--- src/pkg/tic_map.svh ---
`ifndef TIC_MAP_SVH
`define TIC_MAP_SVH
// register offsets, indexed by the address field the bus presents
`define TIC_FAST_ENABLE_ADDR 3'h2
`define TIC_NORMAL_ENABLE_ADDR 3'h3
`define TIC_FAST_COUNT_ADDR 3'h6
`define TIC_NORMAL_COUNT_ADDR 3'h7
// field positions
`define TIC_COUNTER_BIT 7
`define TIC_SOCKET_BIT 6
// counter values
`define TIC_COUNT_IDLE 8'hff
`define TIC_COUNT_ZERO 8'h00
// chosen reset values for masks and counters
`define TIC_MASK_RESET 8'h00
`define TIC_COUNT_RESET 8'hff
`endif

--- src/pkg/tic_pkg.sv ---
package tic_pkg;
  // board sources feeding mask bits 5..0
  typedef struct packed {
    logic timer_ch2;
    logic timer_ch1;
    logic network;
    logic serial_two;
    logic serial_one;
    logic parallel_one;
  } tic_sources_t;
  // byte-wide processor write/read strobe group
  typedef struct packed {
    logic wr;
    logic rd;
    logic [2:0] addr;
    logic [7:0] wdata;
  } tic_bus_t;
endpackage : tic_pkg

--- src/hdl/tic_ctrl.sv ---
`include "tic_map.svh"
`timescale 1ns/1ps
`default_nettype none

module tic_ctrl (
  // clock and reset
  input wire logic core_clk_in,
  input wire logic rst_in,
  // processor byte bus
  input wire tic_pkg::tic_bus_t bus_in,
  output logic [7:0] rdata_out,
  // board sources
  input wire tic_pkg::tic_sources_t sources_in,
  input wire logic socket_a_in,
  input wire logic socket_b_in,
  // processor interrupt lines
  output logic normal_irq_out,
  output logic fast_irq_out
);

  // ----------------------------------------
  // bus fields
  // ----------------------------------------
  // read strobe only steers the zero read path
  logic bus_wr;
  logic bus_rd;
  logic [2:0] bus_addr;
  logic [7:0] bus_wdata;
  assign bus_wr = bus_in.wr;
  assign bus_rd = bus_in.rd;
  assign bus_addr = bus_in.addr;
  assign bus_wdata = bus_in.wdata;

  // ----------------------------------------
  // register decode
  // ----------------------------------------
  logic wr_fast_mask;
  logic wr_norm_mask;
  logic wr_fast_cnt;
  logic wr_norm_cnt;

  logic [1:0] wr_mask_sel;
  logic [1:0] wr_count_sel;
  logic clr_bit;

  always_comb begin
    wr_fast_mask = 1'b0;
    wr_norm_mask = 1'b0;
    wr_fast_cnt = 1'b0;
    wr_norm_cnt = 1'b0;
    if (bus_wr) begin
      case (bus_addr)
        `TIC_FAST_ENABLE_ADDR: begin
          wr_fast_mask = 1'b1;
        end
        `TIC_NORMAL_ENABLE_ADDR: begin
          wr_norm_mask = 1'b1;
        end
        `TIC_FAST_COUNT_ADDR: begin
          wr_fast_cnt = 1'b1;
        end
        `TIC_NORMAL_COUNT_ADDR: begin
          wr_norm_cnt = 1'b1;
        end
        default: begin
          wr_fast_mask = 1'b0;
        end
      endcase
    end
  end

  // channel 0 is fast, channel 1 is normal
  assign wr_mask_sel = {wr_norm_mask, wr_fast_mask};
  assign wr_count_sel = {wr_norm_cnt, wr_fast_cnt};

  assign clr_bit = bus_wdata[`TIC_COUNTER_BIT];

  // ----------------------------------------
  // board sources
  // ----------------------------------------
  logic src_timer_ch2;
  logic src_timer_ch1;
  logic src_network;
  logic src_serial_two;
  logic src_serial_one;
  logic src_parallel_one;

  logic socket_any;
  logic [6:0] board_src;
  assign src_timer_ch2 = sources_in.timer_ch2;
  assign src_timer_ch1 = sources_in.timer_ch1;
  assign src_network = sources_in.network;
  assign src_serial_two = sources_in.serial_two;
  assign src_serial_one = sources_in.serial_one;
  assign src_parallel_one = sources_in.parallel_one;
  assign socket_any = socket_a_in | socket_b_in;
  assign board_src = {socket_any, src_timer_ch2, src_timer_ch1, src_network,
    src_serial_two, src_serial_one, src_parallel_one};

  // ----------------------------------------
  // per-channel mask, cycle counter and request
  // ----------------------------------------
  wire logic [1:0][7:0] hit_all;

  for (genvar c = 0; c < 2; c++) begin : g_chan
    logic [7:0] mask;
    logic [7:0] count;
    logic req;

    logic [7:0] next_mask;
    logic [7:0] next_count;
    logic next_req;

    logic at_zero;
    logic at_idle;
    logic set_req;
    logic clr_req;
    logic [7:0] vec;

    // ----------------------------------------
    // expiry and clear
    // ----------------------------------------
    assign at_zero = (count == `TIC_COUNT_ZERO);
    assign at_idle = (count == `TIC_COUNT_IDLE);
    // a reload in the expiry cycle suppresses that expiry
    assign set_req = at_zero && !wr_count_sel[c];
    assign clr_req = wr_mask_sel[c] && clr_bit;

    // ----------------------------------------
    // mask
    // ----------------------------------------
    always_comb begin
      next_mask = mask;
      if (wr_mask_sel[c]) begin
        next_mask = bus_wdata;
      end
    end

    // undefined for software after reset; zero keeps lines quiet
    always_ff @(posedge core_clk_in or posedge rst_in) begin
      if (rst_in) begin
        mask <= `TIC_MASK_RESET;
      end else begin
        mask <= next_mask;
      end
    end

    // ----------------------------------------
    // cycle counter
    // ----------------------------------------
    // idle 0xff never decrements; zero steps once to 0xff
    always_comb begin
      next_count = count;
      if (wr_count_sel[c]) begin
        next_count = bus_wdata;
      end else if (!at_idle) begin
        next_count = count - 8'h01;
      end
    end

    always_ff @(posedge core_clk_in or posedge rst_in) begin
      if (rst_in) begin
        count <= `TIC_COUNT_RESET;
      end else begin
        count <= next_count;
      end
    end

    // ----------------------------------------
    // latched request
    // ----------------------------------------
    // set wins over a same-cycle clear so no expiry is lost
    always_comb begin
      next_req = req;
      if (set_req) begin
        next_req = 1'b1;
      end else if (clr_req) begin
        next_req = 1'b0;
      end
    end

    always_ff @(posedge core_clk_in or posedge rst_in) begin
      if (rst_in) begin
        req <= 1'b0;
      end else begin
        req <= next_req;
      end
    end

    // ----------------------------------------
    // gating
    // ----------------------------------------
    // counter request rides on bit 7 beside the board sources
    assign vec = {req, board_src};
    for (genvar b = 0; b < 8; b++) begin : g_bit
      assign hit_all[c][b] = vec[b] & mask[b];
    end
  end

  // ----------------------------------------
  // interrupt outputs
  // ----------------------------------------
  logic next_fast_irq;
  logic next_normal_irq;
  assign next_fast_irq = |hit_all[0];
  assign next_normal_irq = |hit_all[1];

  // ----------------------------------------
  // fast line
  // ----------------------------------------
  // registered so the core never sees a decode glitch
  always_ff @(posedge core_clk_in or posedge rst_in) begin
    if (rst_in) begin
      fast_irq_out <= 1'b0;
    end else begin
      fast_irq_out <= next_fast_irq;
    end
  end

  // ----------------------------------------
  // normal line
  // ----------------------------------------
  always_ff @(posedge core_clk_in or posedge rst_in) begin
    if (rst_in) begin
      normal_irq_out <= 1'b0;
    end else begin
      normal_irq_out <= next_normal_irq;
    end
  end

  // ----------------------------------------
  // read path
  // ----------------------------------------
  logic [7:0] next_rdata;

  // every slot is write-only or reserved, so each read sees zero
  always_comb begin
    next_rdata = 8'h00;
    if (bus_rd) begin
      case (bus_addr)
        3'h0: begin
          next_rdata = 8'h00;
        end
        3'h1: begin
          next_rdata = 8'h00;
        end
        `TIC_FAST_ENABLE_ADDR: begin
          next_rdata = 8'h00;
        end
        `TIC_NORMAL_ENABLE_ADDR: begin
          next_rdata = 8'h00;
        end
        3'h4: begin
          next_rdata = 8'h00;
        end
        3'h5: begin
          next_rdata = 8'h00;
        end
        `TIC_FAST_COUNT_ADDR: begin
          next_rdata = 8'h00;
        end
        `TIC_NORMAL_COUNT_ADDR: begin
          next_rdata = 8'h00;
        end
        default: begin
          next_rdata = 8'h00;
        end
      endcase
    end
  end

  always_ff @(posedge core_clk_in or posedge rst_in) begin
    if (rst_in) begin
      rdata_out <= 8'h00;
    end else begin
      rdata_out <= next_rdata;
    end
  end

endmodule : tic_ctrl
`default_nettype wire

--- config.mk ---
export PLATFORM = sky130hd
export DESIGN_NAME = tic_ctrl
export DESIGN_NICKNAME = d
export VERILOG_FILES = /design/src/pkg/tic_pkg.sv /design/src/hdl/tic_ctrl.sv
export VERILOG_INCLUDE_DIRS = /design/src /design/src/pkg
export SDC_FILE = /design/constraint.sdc
export NUM_CORES = 1
export LEC_CHECK = 0
export ABC_CLOCK_PERIOD_IN_PS = 2100
export BUFFER_PORTS_ARGS = -buffer_cell sky130_fd_sc_hd__buf_2
export CORE_MARGIN = 2
export CORE_UTILIZATION = 55
export CTS_CLUSTER_DIAMETER = 60
export DETAILED_ROUTE_END_ITERATION = 6
export HOLD_SLACK_MARGIN = 0.08
export PLACE_DENSITY = 0.84
export SETUP_SLACK_MARGIN = 0.02
export SLEW_MARGIN = 20
export SYNTH_ARGS = -nofsm -noshare
export SYNTH_HDL_FRONTEND = slang
export SYNTH_SLANG_ARGS = --single-unit
--- constraint.sdc ---
create_clock -name core_clk_in -period 2.1 [get_ports core_clk_in]
set_input_delay 0.105 -clock core_clk_in [delete_from_list [all_inputs] [get_ports core_clk_in]]
set_output_delay 0.105 -clock core_clk_in [all_outputs]
set_load 0.02 [all_outputs]
# After elaboration in Yosys (flattened, before gate mapping)
# Cells that the tools add are included.
[totals]
register_bits = 44
word_cells = 65
out_inout_bits = 10
in_bits = 23
[op_classes]
n_eq_ne = 8
n_reduce_logical = 12
add_sub_neg = 2
n_mux = 17
bitwise = 17
[ops]
columns = ["cell", "n"]
rows = [
  ["8-bit 2-to-1 mux", 5],
  ["1-bit bitwise AND", 16],
  ["8-bit equality test, second input constant", 2],
  ["8-bit logical NOT", 2],
  ["8-bit OR reduction", 2],
  ["8-bit by 1-bit subtractor with 8-bit output, second input constant", 2],
  ["1-bit 2-to-1 mux", 12],
  ["3-bit by 2-bit equality test with 1-bit output, second input constant", 2],
  ["3-bit equality test, second input constant", 2],
  ["1-bit logical AND", 4],
  ["2-bit != test, second input constant", 2],
  ["2-bit nonzero test", 2],
  ["1-bit logical NOT", 2],
  ["1-bit bitwise OR", 1],
]

# Logic depth before layout (Yosys ltp)
# Gate-level depths: netlist of the first run.
[logic_depth]
word_depth = 6
ltp_mapped = 5
ltp_nobuf = 5

# Worst setup path before layout of the first run
# Ideal clock, no wire load.
[synth_path]
kind = "flip-flop to flip-flop"
startpoint = "register g_chan[1].count[4]"
endpoint = "register g_chan[1].req"
t_arrival_ps = 1473
period_less_slack_ps = 1550
required_ps = 2024
slack_ps = 550
setup_ps = 76
path_buffers = 0
stages_incl_launch_ff = 4
path_cell_list = "dfstp_2 or4_4 or4b_1 o21ai_1"
[synth_via]
elab_chain_cells = 3
word_cells_on_any_way = 4
cone_classes = "1 x mux; 3 x reduce/logical"
[synth_lines]
columns = ["item", "line", "rtl"]
rows = [
  ["start, declared", "tic_ctrl.sv:107", "logic [7:0] count;"],
  ["start signal, assigned", "tic_ctrl.sv:163", "count <= `TIC_COUNT_RESET;"],
  ["start signal, assigned", "tic_ctrl.sv:165", "count <= next_count;"],
  ["8-bit logical NOT (no line) *", "n/a", ""],
  ["1-bit logical AND *", "tic_ctrl.sv:126", "assign set_req = at_zero && !wr_count_sel[c];"],
  ["1-bit 2-to-1 mux or 2-bit nonzero test (tied branches)", "n/a", ""],
  ["end signal, assigned", "tic_ctrl.sv:186", "req <= next_req;"],
  ["end, declared", "tic_ctrl.sv:108", "logic req;"],
]
# Every way passes the cells marked *; elsewhere a longest branch is shown, timed or not.
# A chain may end at the register's enable or synchronous reset.

# Worst setup path in the final report of the first run
[layout_path]
startpoint = "input socket_b_in"
endpoint = "register normal_irq_out"
[layout_via]
elab_chain_cells = 3
[layout_lines]
columns = ["item", "line", "rtl"]
rows = [
  ["start, declared", "tic_ctrl.sv:15", "input wire logic socket_b_in,"],
  ["1-bit bitwise OR", "tic_ctrl.sv:96", "assign socket_any = socket_a_in | socket_b_in;"],
  ["1-bit bitwise AND", "tic_ctrl.sv:196", "assign hit_all[c][b] = vec[b] & mask[b];"],
  ["8-bit OR reduction", "tic_ctrl.sv:206", "assign next_normal_irq = |hit_all[1];"],
  ["net next_normal_irq", "tic_ctrl.sv:204", "logic next_normal_irq;"],
  ["end signal, assigned", "tic_ctrl.sv:227", "normal_irq_out <= next_normal_irq;"],
  ["end, declared", "tic_ctrl.sv:17", "output logic normal_irq_out,"],
]
# The timed path passes the listed nets, and every way through them passes these cells.

==> results.py, run 1 <==
metrics = {
    "yosys": {
        "yosysUniqueCellTypes": 39,
        "post_synth_and_or_nand_nor_area_fraction": 0.146,
        "synth-xor-area-share": 0.0186,
        "synth_enable_flop_cells": 0,
        "synth-adder-area-share": 0.0399,
        "synth_compound_gate_area_share": 0.163,
        "dominantRegCellSynth": "sky130_fd_sc_hd__dfrtp_1",
        "synth_mux_area_frac": 0.0839,
        "ys.warnings.count": 0,
        "synth_top_family_by_area": "compound AO/OA/AOI/OAI gates",
        "synthCells": 170,
        "postSynthRegisterBits": 36,
        "synthArstFlopShare": 1.00,
        "syn_avg_cell_area_um2": 11.1,
        "netlist_area_mm2": 0.00188,
        "ys_seq_area_frac": 0.490,
    },
    "clock_network": {
        "clock_latency_ns": 0.35,
        "numCtsBuffers": 5,
        "post-cts-setup-buffers": 0,
        "tritoncts_num_sinks": 36,
        "cts_tree": "yes",
        "clockRootBuffer": "sky130_fd_sc_hd__clkbuf_4",
        "cts.reportedPaths.clkPinSlew_ns": 0.12,
        "ctsHtreeMaxLevel": 2,
        "clk_path_buf_depth": 2,
    },
    "final_layout": {
        "fin_cells": 258,
        "final_net_count": 240,
        "areaGrowthSynthToFinish_pct": 18.8,
        "layout-drive-gt1-share": 0.325,
        "highest_count_cells_in_the_layout_ignoring_fill_and_taps": "sky130_fd_sc_hd__buf_2 (23), sky130_fd_sc_hd__dfrtp_1 (20), sky130_fd_sc_hd__dfstp_2 (16), sky130_fd_sc_hd__o21ai_0 (15), sky130_fd_sc_hd__mux2_2 (14)",
        "antenna_cells": 0,
        "fin_area_mm2": 0.00223,
        "layout.cells.most_common": "sky130_fd_sc_hd__buf_2",
        "utilization": 0.674,
    },
    "timing": {
        "final_max_slew_viol_count": 0,
        "post-route-worst-setup-slack_ns": 0.226,
        "rsz_0062_raised_after_global_routing": "no",
        "layout_worst_path_cycle_share": 0.893,
        "setup-tns-final_ns": 0,
        "fmaxAchievable_mhz": 534,
        "finalSetupViolCount": 0,
        "final.min_clock_period_ns": 1.87,
        "finalClockSkew_ns": 0.0154,
        "hold_violations": 0,
    },
    "detailed_routing": {
        "route.detailed.drc": 0,
        "total_number_of_vias": 1510,
        "detailedRoute.firstPassIterationCount": 4,
        "wl_um": 4390,
        "wirelength_per_cell_um": 17.0,
        "routed_via_density": 5.85,
        "final_antenna_net_count": 0,
        "detail_route.iter0.violations": 134,
    },
    "hold_path": {
        "holdPathStages": 2,
        "hold_path.startpoint": "bus_in[1]",
        "hold_end": "g_chan[0].count[1]",
        "hold_path_class": "input port to flop",
    },
    "grt": {
        "grt_remaining_overflow": 0,
        "gr-usage-all-layers": 0.245,
        "grt_start_max_net_pins": 37,
        "grt_pass1_wl_um": 7400,
        "antenna_violations_before_repair": 0,
        "grt_pass1_vias": 1541,
    },
    "worst_setup_path": {
        "regToRegEndpoint": "normal_irq_out",
        "crit_chain": "dlygate4sd3_1 > buf_2 > o21ai_0 > dlygate4sd3_1 > nand3_1 > dlygate4sd3_1",
        "rr_startpoint": "g_chan[1].mask[6]",
        "setup.worst_path.class": "input port to flop",
        "ff2ff_path_depth": 4,
        "cp-end-kind": "flop",
        "rrSetupSlack_ns": 0.29,
        "slowest_stage": "sky130_fd_sc_hd__dlygate4sd3_1",
        "worst_path_largest_cell_delay_ns": 0.60,
        "worst_ep_required_time_ns": 2.33,
        "cp.arrival_ns": 2.11,
        "crit_path_frequent_cell": "sky130_fd_sc_hd__dlygate4sd3_1",
        "critPathLaunchType": "input port",
        "critical_path_peak_fanout": 2,
    },
    "pwr": {
        "vdd_ir_drop_max_mv": 0.680,
        "power.density_mw_per_mm2": 1170,
        "leakagePower_uw": 0.000924,
    },
    "die": {
        "die-area_mm2": 0.00390,
        "die_height_um": 62.5,
        "floorplan.rows": 21,
        "placeableCoreArea_mm2": 0.00331,
        "io-pin-count": 33,
        "die_width_um": 62.5,
        "initial_utilization": 0.568,
    },
    "placed_design": {
        "count_of_port_buffers_added_during_placement": 23,
        "placed_cell_area_mm2": 0.00202,
        "gpl.final_weighted_congestion": 0.869,
        "detailed_place_hpwl_um": 3010,
        "post_place_cells": 237,
        "dpl_worst_slack_ns": 0.484,
    },
    "run_status": {
        "outcome": "complete, no violations",
    },
    "flow_run": {
        "max_cap_viol_count": 0,
    },
}
==> worst max path at each step <==
stage                            start             end  slack (ns)  cells past startpoint
floorplan           g_chan[1].count[4]   g_chan[1].req        0.55                      3
global placement    g_chan[1].count[4]   g_chan[1].req        0.52                      3
detailed placement  g_chan[1].count[4]   g_chan[1].req        0.48                      3
CTS                        socket_b_in  normal_irq_out        0.28                      6
global route               socket_b_in  normal_irq_out        0.18                      6
finish                     socket_b_in  normal_irq_out        0.23                      6
==> kinds of logic (layout without fill, tap and decap cells) <==
family / count (synthesis) / count (layout)
adder cells (fa/ha/maj): 6 / 6
other: 1 / 8
AO/OA/AOI/OAI: 45 / 45
XOR/XNOR: 4 / 4
flip-flops: 36 / 36
buffers and inverters: 20 / 55
multiplexers: 14 / 14
AND/OR/NAND/NOR: 44 / 44
==> stage by stage <==
stage / total power, uW / hold slack, ns
floorplan: 1850 / 0.206
global placement: 2000 / 0.217
detailed placement: 2080 / 0.237
CTS: 2600 / 0.0898
global route: 2780 / 0.0855
finish: 2620 / 0.108
==> area by class of cell <==
cell class,instances,area (um2)
clock buffers,5,37.5
clock inverters,3,42.5
fillers,266,1080
inverters,9,33.8
multi-input cells,121,880
flip-flops and latches,36,921
well taps,46,57.6
repair buffers,38,260
==> where the power goes <==
| part | switching, uW | leakage (uW) | internal, uW |
|---|---|---|---|
| registers | 267 | 0.000408 | 1060 |
| logic | 384 | 0.000475 | 412 |
| clock network | 244 | 0.0000412 | 248 |
| total | 896 | 0.000924 | 1720 |
==> Yosys cell counts, drive strengths merged, types with 3 or more instances <==
library cell,number,area (um2)
o21ai,16,80.1
nand4,3,18.8
dfrtp,20,500
nand3,4,20.0
a22o,4,35.0
nand2,6,22.5
o31ai,5,37.5
or3,8,52.6
inv,9,33.8
ha,6,75.1
o21a,3,22.5
xnor2,3,26.3
clkbuf,3,11.3
or4,4,41.3
dfstp,16,420
nor2,8,30.0
buf,8,60.1
a31oi,7,43.8
mux2,14,158
==> worst max-delay path, delay by kind of cell <==
kind,cells,cell delay (ns)
buffers and inverters,4,1.82
AOI/OAI and AO/OA,1,0.13
and+or+nand+nor,1,0.06
==> state kept, by name, summed over array words and instances (netlist names) <==
| name | count |
|---|---|
| fast_irq_out | 1 |
| g_chan.req | 2 |
| g_chan.mask | 16 |
| g_chan.count | 16 |
| normal_irq_out | 1 |
==> layer usage <==
metal  vias up  global-route usage  wire length [um]  part of all wire
met5         -                   0                 0                 0
met4         0               0.131               176             0.040
met3        16              0.0432               270             0.061
met2        53               0.399              2220              0.50
met1       735               0.313              1730              0.39
li1        706                   -                 -                 -
==> what timing repair did <==
item | 4_1_cts | 5_1_grt
endpoints found under the hold margin | 45 | 0
hold buffers | 13 | 0
gates resized for setup | 0 | 0
No activity file was read; power rests on OpenSTA's default activity.
==> inputs of run 2 (changes only) <==
CELL_PAD_IN_SITES_DETAIL_PLACEMENT = 1   (was not set)
CELL_PAD_IN_SITES_GLOBAL_PLACEMENT = 1   (was not set)
CORE_UTILIZATION = 43   (was 55)
PLACE_DENSITY = 0.83   (was 0.84)
SLEW_MARGIN = not set   (was 20)
==> results.py, run 2 (same netlist as run 1, synthesis figures left out) <==
metrics = {
    "run_status": {
        "outcome": "complete, no violations",
    },
    "flow_run": {
        "max_cap_viol_count": 0,
    },
    "clock_network": {
        "clockRootBuffer": "sky130_fd_sc_hd__clkbuf_8",
        "clk_path_buf_depth": 2,
        "ctsHtreeMaxLevel": 2,
        "tritoncts_num_sinks": 36,
        "post_cts_resized": 0,
        "clock_latency_ns": 0.29,
        "cts.reportedPaths.clkPinSlew_ns": 0.06,
        "cts_tree": "yes",
        "numCtsBuffers": 5,
    },
    "detailed_routing": {
        "wirelength_per_cell_um": 19.1,
        "detailedRoute.firstPassIterationCount": 4,
        "wl_um": 4840,
        "routed_via_density": 5.81,
        "route.detailed.drc": 0,
        "detail_route.iter0.violations": 70,
        "final_antenna_net_count": 0,
        "total_number_of_vias": 1471,
    },
    "die": {
        "die_width_um": 70.1,
        "io-pin-count": 33,
        "initial_utilization": 0.438,
        "die_height_um": 70.1,
        "floorplan.rows": 24,
        "die-area_mm2": 0.00492,
        "placeableCoreArea_mm2": 0.00429,
    },
    "final_layout": {
        "layout-drive-gt1-share": 0.338,
        "utilization": 0.502,
        "areaGrowthSynthToFinish_pct": 14.7,
        "reg_top3": "g_chan.count x16, g_chan.mask x16, g_chan.req x2",
        "layout.cells.most_common": "sky130_fd_sc_hd__buf_2",
        "highest_count_cells_in_the_layout_ignoring_fill_and_taps": "sky130_fd_sc_hd__buf_2 (23), sky130_fd_sc_hd__dfrtp_1 (20), sky130_fd_sc_hd__dfstp_2 (16), sky130_fd_sc_hd__o21ai_0 (15), sky130_fd_sc_hd__mux2_2 (14)",
        "final.fill_count": 487,
        "final_net_count": 230,
        "antenna_cells": 0,
    },
    "pwr": {
        "leakagePower_uw": 0.000896,
        "vdd_ir_drop_max_mv": 0.665,
        "power.total_uw": 2640,
        "power.density_mw_per_mm2": 1220,
    },
    "worst_setup_path": {
        "cp-end-kind": "flop",
        "critPathLaunchType": "flop",
        "setup.worst_path.class": "flop to flop",
        "worst_ep_required_time_ns": 2.30,
        "critical_path_peak_fanout": 5,
        "cp.arrival_ns": 1.89,
    },
    "timing": {
        "hold_slack_ns": 0.0963,
        "layout_worst_path_cycle_share": 0.806,
        "finalClockSkew_ns": 0.00317,
        "finalSetupViolCount": 0,
        "rsz_0062_raised_after_global_routing": "no",
        "post-route-worst-setup-slack_ns": 0.408,
        "fmaxAchievable_mhz": 591,
        "final.min_clock_period_ns": 1.69,
        "final_max_slew_viol_count": 0,
        "setup-tns-final_ns": 0,
        "worst_slew_margin": 0.639,
        "hold_violations": 0,
        "worst_slew_pin_slew_ns": 0.540,
    },
    "hold_path": {
        "hold_path_class": "input port to flop",
    },
    "grt": {
        "grt_start_max_net_pins": 37,
        "gr-usage-all-layers": 0.215,
        "antenna_violations_before_repair": 0,
        "grt_remaining_overflow": 0,
        "grt_pass1_wl_um": 8200,
        "grt_pass1_vias": 1599,
    },
    "placed_design": {
        "gpl.final_weighted_congestion": 0.850,
        "dpl_worst_slack_ns": 0.467,
        "detailed_place_hpwl_um": 3620,
        "count_of_port_buffers_added_during_placement": 23,
    },
}
run 2: changes by cell type in the layout (fill, tap and decap cells not counted):
cell and delta:
sky130_fd_sc_hd__clkinv_2 -1, sky130_fd_sc_hd__clkinvlp_4 -1, sky130_fd_sc_hd__dlygate4sd3_1 -10, sky130_fd_sc_hd__clkbuf_4 -5
sky130_fd_sc_hd__clkbuf_8 +7, sky130_fd_sc_hd__bufinv_16 -1
run 2: power by group:
part | switching [uW] | internal [uW]
registers | 273 | 1060
logic | 386 | 387
clock network | 236 | 292
run 2: per-layer routing:
metal  vias up  track usage  part of all wire
li1        682            -                 -
met1       760        0.272              0.43
met2        21        0.367              0.53
met3         8       0.0620             0.033
met4         0       0.0449             0.012
met5         -            0                 0
run 2: worst max-delay path, stage by stage (launching register included):
cell and delay, ns:
sky130_fd_sc_hd__dfstp_2 0.40, sky130_fd_sc_hd__or4_4 0.56, sky130_fd_sc_hd__or3_2 0.44, sky130_fd_sc_hd__a31oi_1 0.21
run 2: final cells by class:
| type | count | area, um2 | area share |
|---|---|---|---|
| Sequential cell | 36 | 921 | 0.427 |
| Multi-Input combinational cell | 121 | 880 | 0.408 |
| Timing Repair Buffer | 28 | 160 | 0.0743 |
| Clock buffer | 7 | 96.3 | 0.0447 |
| Tap cell | 52 | 65.1 | 0.0302 |
| Inverter | 9 | 33.8 | 0.0157 |
run 2: per-stage QoR:
stage / instances / instance area [um2]
after global routing: 253 / 2160
final: 253 / 2160
after CTS: 253 / 2160
after detailed placement: 243 / 2030
after floorplan: 177 / 1910
after global placement: 243 / 2030
run 2: what timing repair did:
action	in CTS	in global routing
setup endpoints to repair	0	0
endpoints found under the hold margin	23	0
buffers inserted	0	0
hold buffers	3	0
run 2: worst paths after layout:
path	startpoint	end	slack (ns)	depth (start not counted)
max	g_chan[1].count[4]	g_chan[1].count[6]	0.41	3
min	bus_in[0]	g_chan[1].count[0]	0.1	3
max reg2reg	g_chan[1].count[4]	g_chan[1].count[6]	0.41	3
min reg2reg	g_chan[0].req	g_chan[0].req	0.51	1
max in group asynchronous	rst_in	g_chan[0].count[7]	1.28	4
min in group asynchronous	rst_in	g_chan[0].mask[4]	0.47	4
==> inputs of run 3 (changes only) <==
ABC_CLOCK_PERIOD_IN_PS = 1460   (was 2100)
CORE_UTILIZATION = 39   (was 43)
PLACE_DENSITY = 0.8   (was 0.83)
clock period = 1.46 ns   (was 2.1 ns; I/O delays follow)
==> results.py, run 3 (same netlist as run 1, synthesis figures left out) <==
metrics = {
    "die": {
        "die_width_um": 73.4,
        "placeableCoreArea_mm2": 0.00469,
        "io-pin-count": 33,
        "die_height_um": 73.4,
        "floorplan.rows": 25,
        "die-area_mm2": 0.00539,
        "initial_utilization": 0.401,
    },
    "detailed_routing": {
        "routed_via_density": 5.49,
        "wirelength_per_cell_um": 19.3,
        "final_antenna_net_count": 0,
        "detail_route.iter0.violations": 95,
        "wl_um": 5490,
        "detailedRoute.firstPassIterationCount": 4,
        "total_number_of_vias": 1559,
        "route.detailed.drc": 0,
    },
    "clock_network": {
        "ctsHtreeMaxLevel": 2,
        "clk_path_buf_depth": 2,
        "cts_tree": "yes",
        "cts.reportedPaths.clkPinSlew_ns": 0.08,
        "numCtsBuffers": 5,
        "clockRootBuffer": "sky130_fd_sc_hd__clkbuf_8",
        "clock_latency_ns": 0.29,
        "tritoncts_num_sinks": 36,
    },
    "timing": {
        "final.min_clock_period_ns": 1.62,
        "fmaxAchievable_mhz": 617,
        "hold_violations": 0,
        "post-route-worst-setup-slack_ns": -0.160,
        "final_max_slew_viol_count": 0,
        "layout_worst_path_cycle_share": 1.11,
        "rsz_0062_raised_after_global_routing": "yes",
        "finalSetupViolCount": 11,
        "finalClockSkew_ns": 0.00613,
    },
    "placed_design": {
        "post_place_cells": 260,
        "gpl.final_weighted_congestion": 0.909,
        "count_of_port_buffers_added_during_placement": 23,
        "detailed_place_hpwl_um": 3690,
    },
    "pwr": {
        "power.total_uw": 4320,
        "power.density_mw_per_mm2": 1730,
        "vdd_ir_drop_max_mv": 0.674,
        "leakagePower_uw": 0.00104,
    },
    "grt": {
        "gr-usage-met2": 0.411,
        "met3_usage": 0.0384,
        "grt_busiest_layer": "met2",
        "antenna_violations_before_repair": 0,
        "grt_start_max_net_pins": 37,
        "grt_pass1_vias": 1710,
        "grt_pass1_wl_um": 8850,
        "grt_use_met1": 0.267,
        "grt_remaining_overflow": 0,
        "gr-usage-all-layers": 0.225,
    },
    "final_layout": {
        "final_net_count": 258,
        "areaGrowthSynthToFinish_pct": 33.2,
        "layout-drive-gt1-share": 0.478,
        "fin_cells": 284,
        "antenna_cells": 0,
        "highest_count_cells_in_the_layout_ignoring_fill_and_taps": "sky130_fd_sc_hd__buf_2 (23), sky130_fd_sc_hd__dfrtp_1 (20), sky130_fd_sc_hd__buf_4 (20), sky130_fd_sc_hd__dfstp_2 (16), sky130_fd_sc_hd__mux2_2 (14)",
        "utilization": 0.534,
        "layout.cells.most_common": "sky130_fd_sc_hd__buf_2",
        "reg_top3": "g_chan.count x16, g_chan.mask x16, g_chan.req x2",
    },
    "worst_setup_path": {
        "cp-end-kind": "flop",
        "critical_path_peak_fanout": 5,
        "cp.arrival_ns": 1.84,
        "critPathLaunchType": "flop",
        "worst_ep_required_time_ns": 1.68,
        "setup.worst_path.class": "flop to flop",
    },
    "hold_path": {
        "hold_path_class": "input port to flop",
    },
    "run_status": {
        "outcome": "complete, but fails checks",
        "failed_checks": "negative setup slack",
    },
    "flow_run": {
        "max_cap_viol_count": 0,
    },
}
==> run 3: cell types whose count changed in the layout (fill, tap and decap cells not counted), sizes merged <==
cell,delta
buf,+19
clkbuf,-2
clkinv,+3
dlygate4sd3,+9
==> run 3: metrics by stage <==
| stage | instance area (um2) | setup TNS (ns) | hold slack, ns | setup WS, ns |
|---|---|---|---|---|
| finish | 2500 | -0.712 | 0.101 | -0.160 |
| global route | 2500 | -1.33 | 0.0983 | -0.192 |
| CTS | 2440 | -0.409 | 0.0854 | -0.133 |
| detailed placement | 2150 | -0.728 | 0.203 | -0.116 |
| global placement | 2150 | -0.301 | 0.199 | -0.0900 |
| floorplan | 1910 | -0.241 | 0.174 | -0.0888 |
==> run 3: final cells by class <==
| cell class | instances | area, um2 |
|---|---|---|
| well taps | 54 | 67.6 |
| repair buffers | 56 | 397 |
| multi-input cells | 121 | 997 |
| fillers | 530 | 2190 |
| flip-flops and latches | 36 | 921 |
| inverters | 9 | 33.8 |
| clock inverters | 3 | 18.8 |
| clock buffers | 5 | 68.8 |
==> run 3: final timing paths <==
path                                    start            endpoint  slack [ns]  cells after the start
hold / removal                      bus_in[2]   g_chan[0].mask[2]        0.10                      2
min in group asynchronous              rst_in       g_chan[0].req        0.45                      4
max in group asynchronous              rst_in  g_chan[0].count[0]        0.65                      4
setup / recovery           g_chan[1].count[4]       g_chan[1].req       -0.16                      3
hold reg to reg             g_chan[1].mask[7]   g_chan[1].mask[7]        0.51                      2
setup reg to reg           g_chan[1].count[4]       g_chan[1].req       -0.16                      3
==> run 3: critical path: stages, from the launching register on <==
cell	delay, ns
sky130_fd_sc_hd__dfstp_2	0.38
sky130_fd_sc_hd__or4_4	0.55
sky130_fd_sc_hd__or4b_4	0.50
sky130_fd_sc_hd__o21ai_2	0.14
==> run 3: metal layers <==
| layer | share of wire | up-vias | wire [um] |
|---|---|---|---|
| met2 | 0.53 | 31 | 2910 |
| met1 | 0.43 | 783 | 2390 |
| li1 | - | 740 | - |
| met3 | 0.024 | 5 | 133 |
| met4 | 0.011 | 0 | 63 |
| met5 | 0 | - | 0 |
==> run 3: repair_timing <==
item | CTS | global route
resized for setup | 14 | 17
endpoints found under the hold margin | 34 | 0
pin swaps | 18 | 6
cloned | 0 | 0
buffers inserted | 3 | 1
endpoints found under the setup margin | 16 | 17
hold buffers | 12 | 0
==> run 3: power by group <==
group | switching (uW) | internal [uW]
logic | 803 | 910
registers | 381 | 1530
clock network | 371 | 332
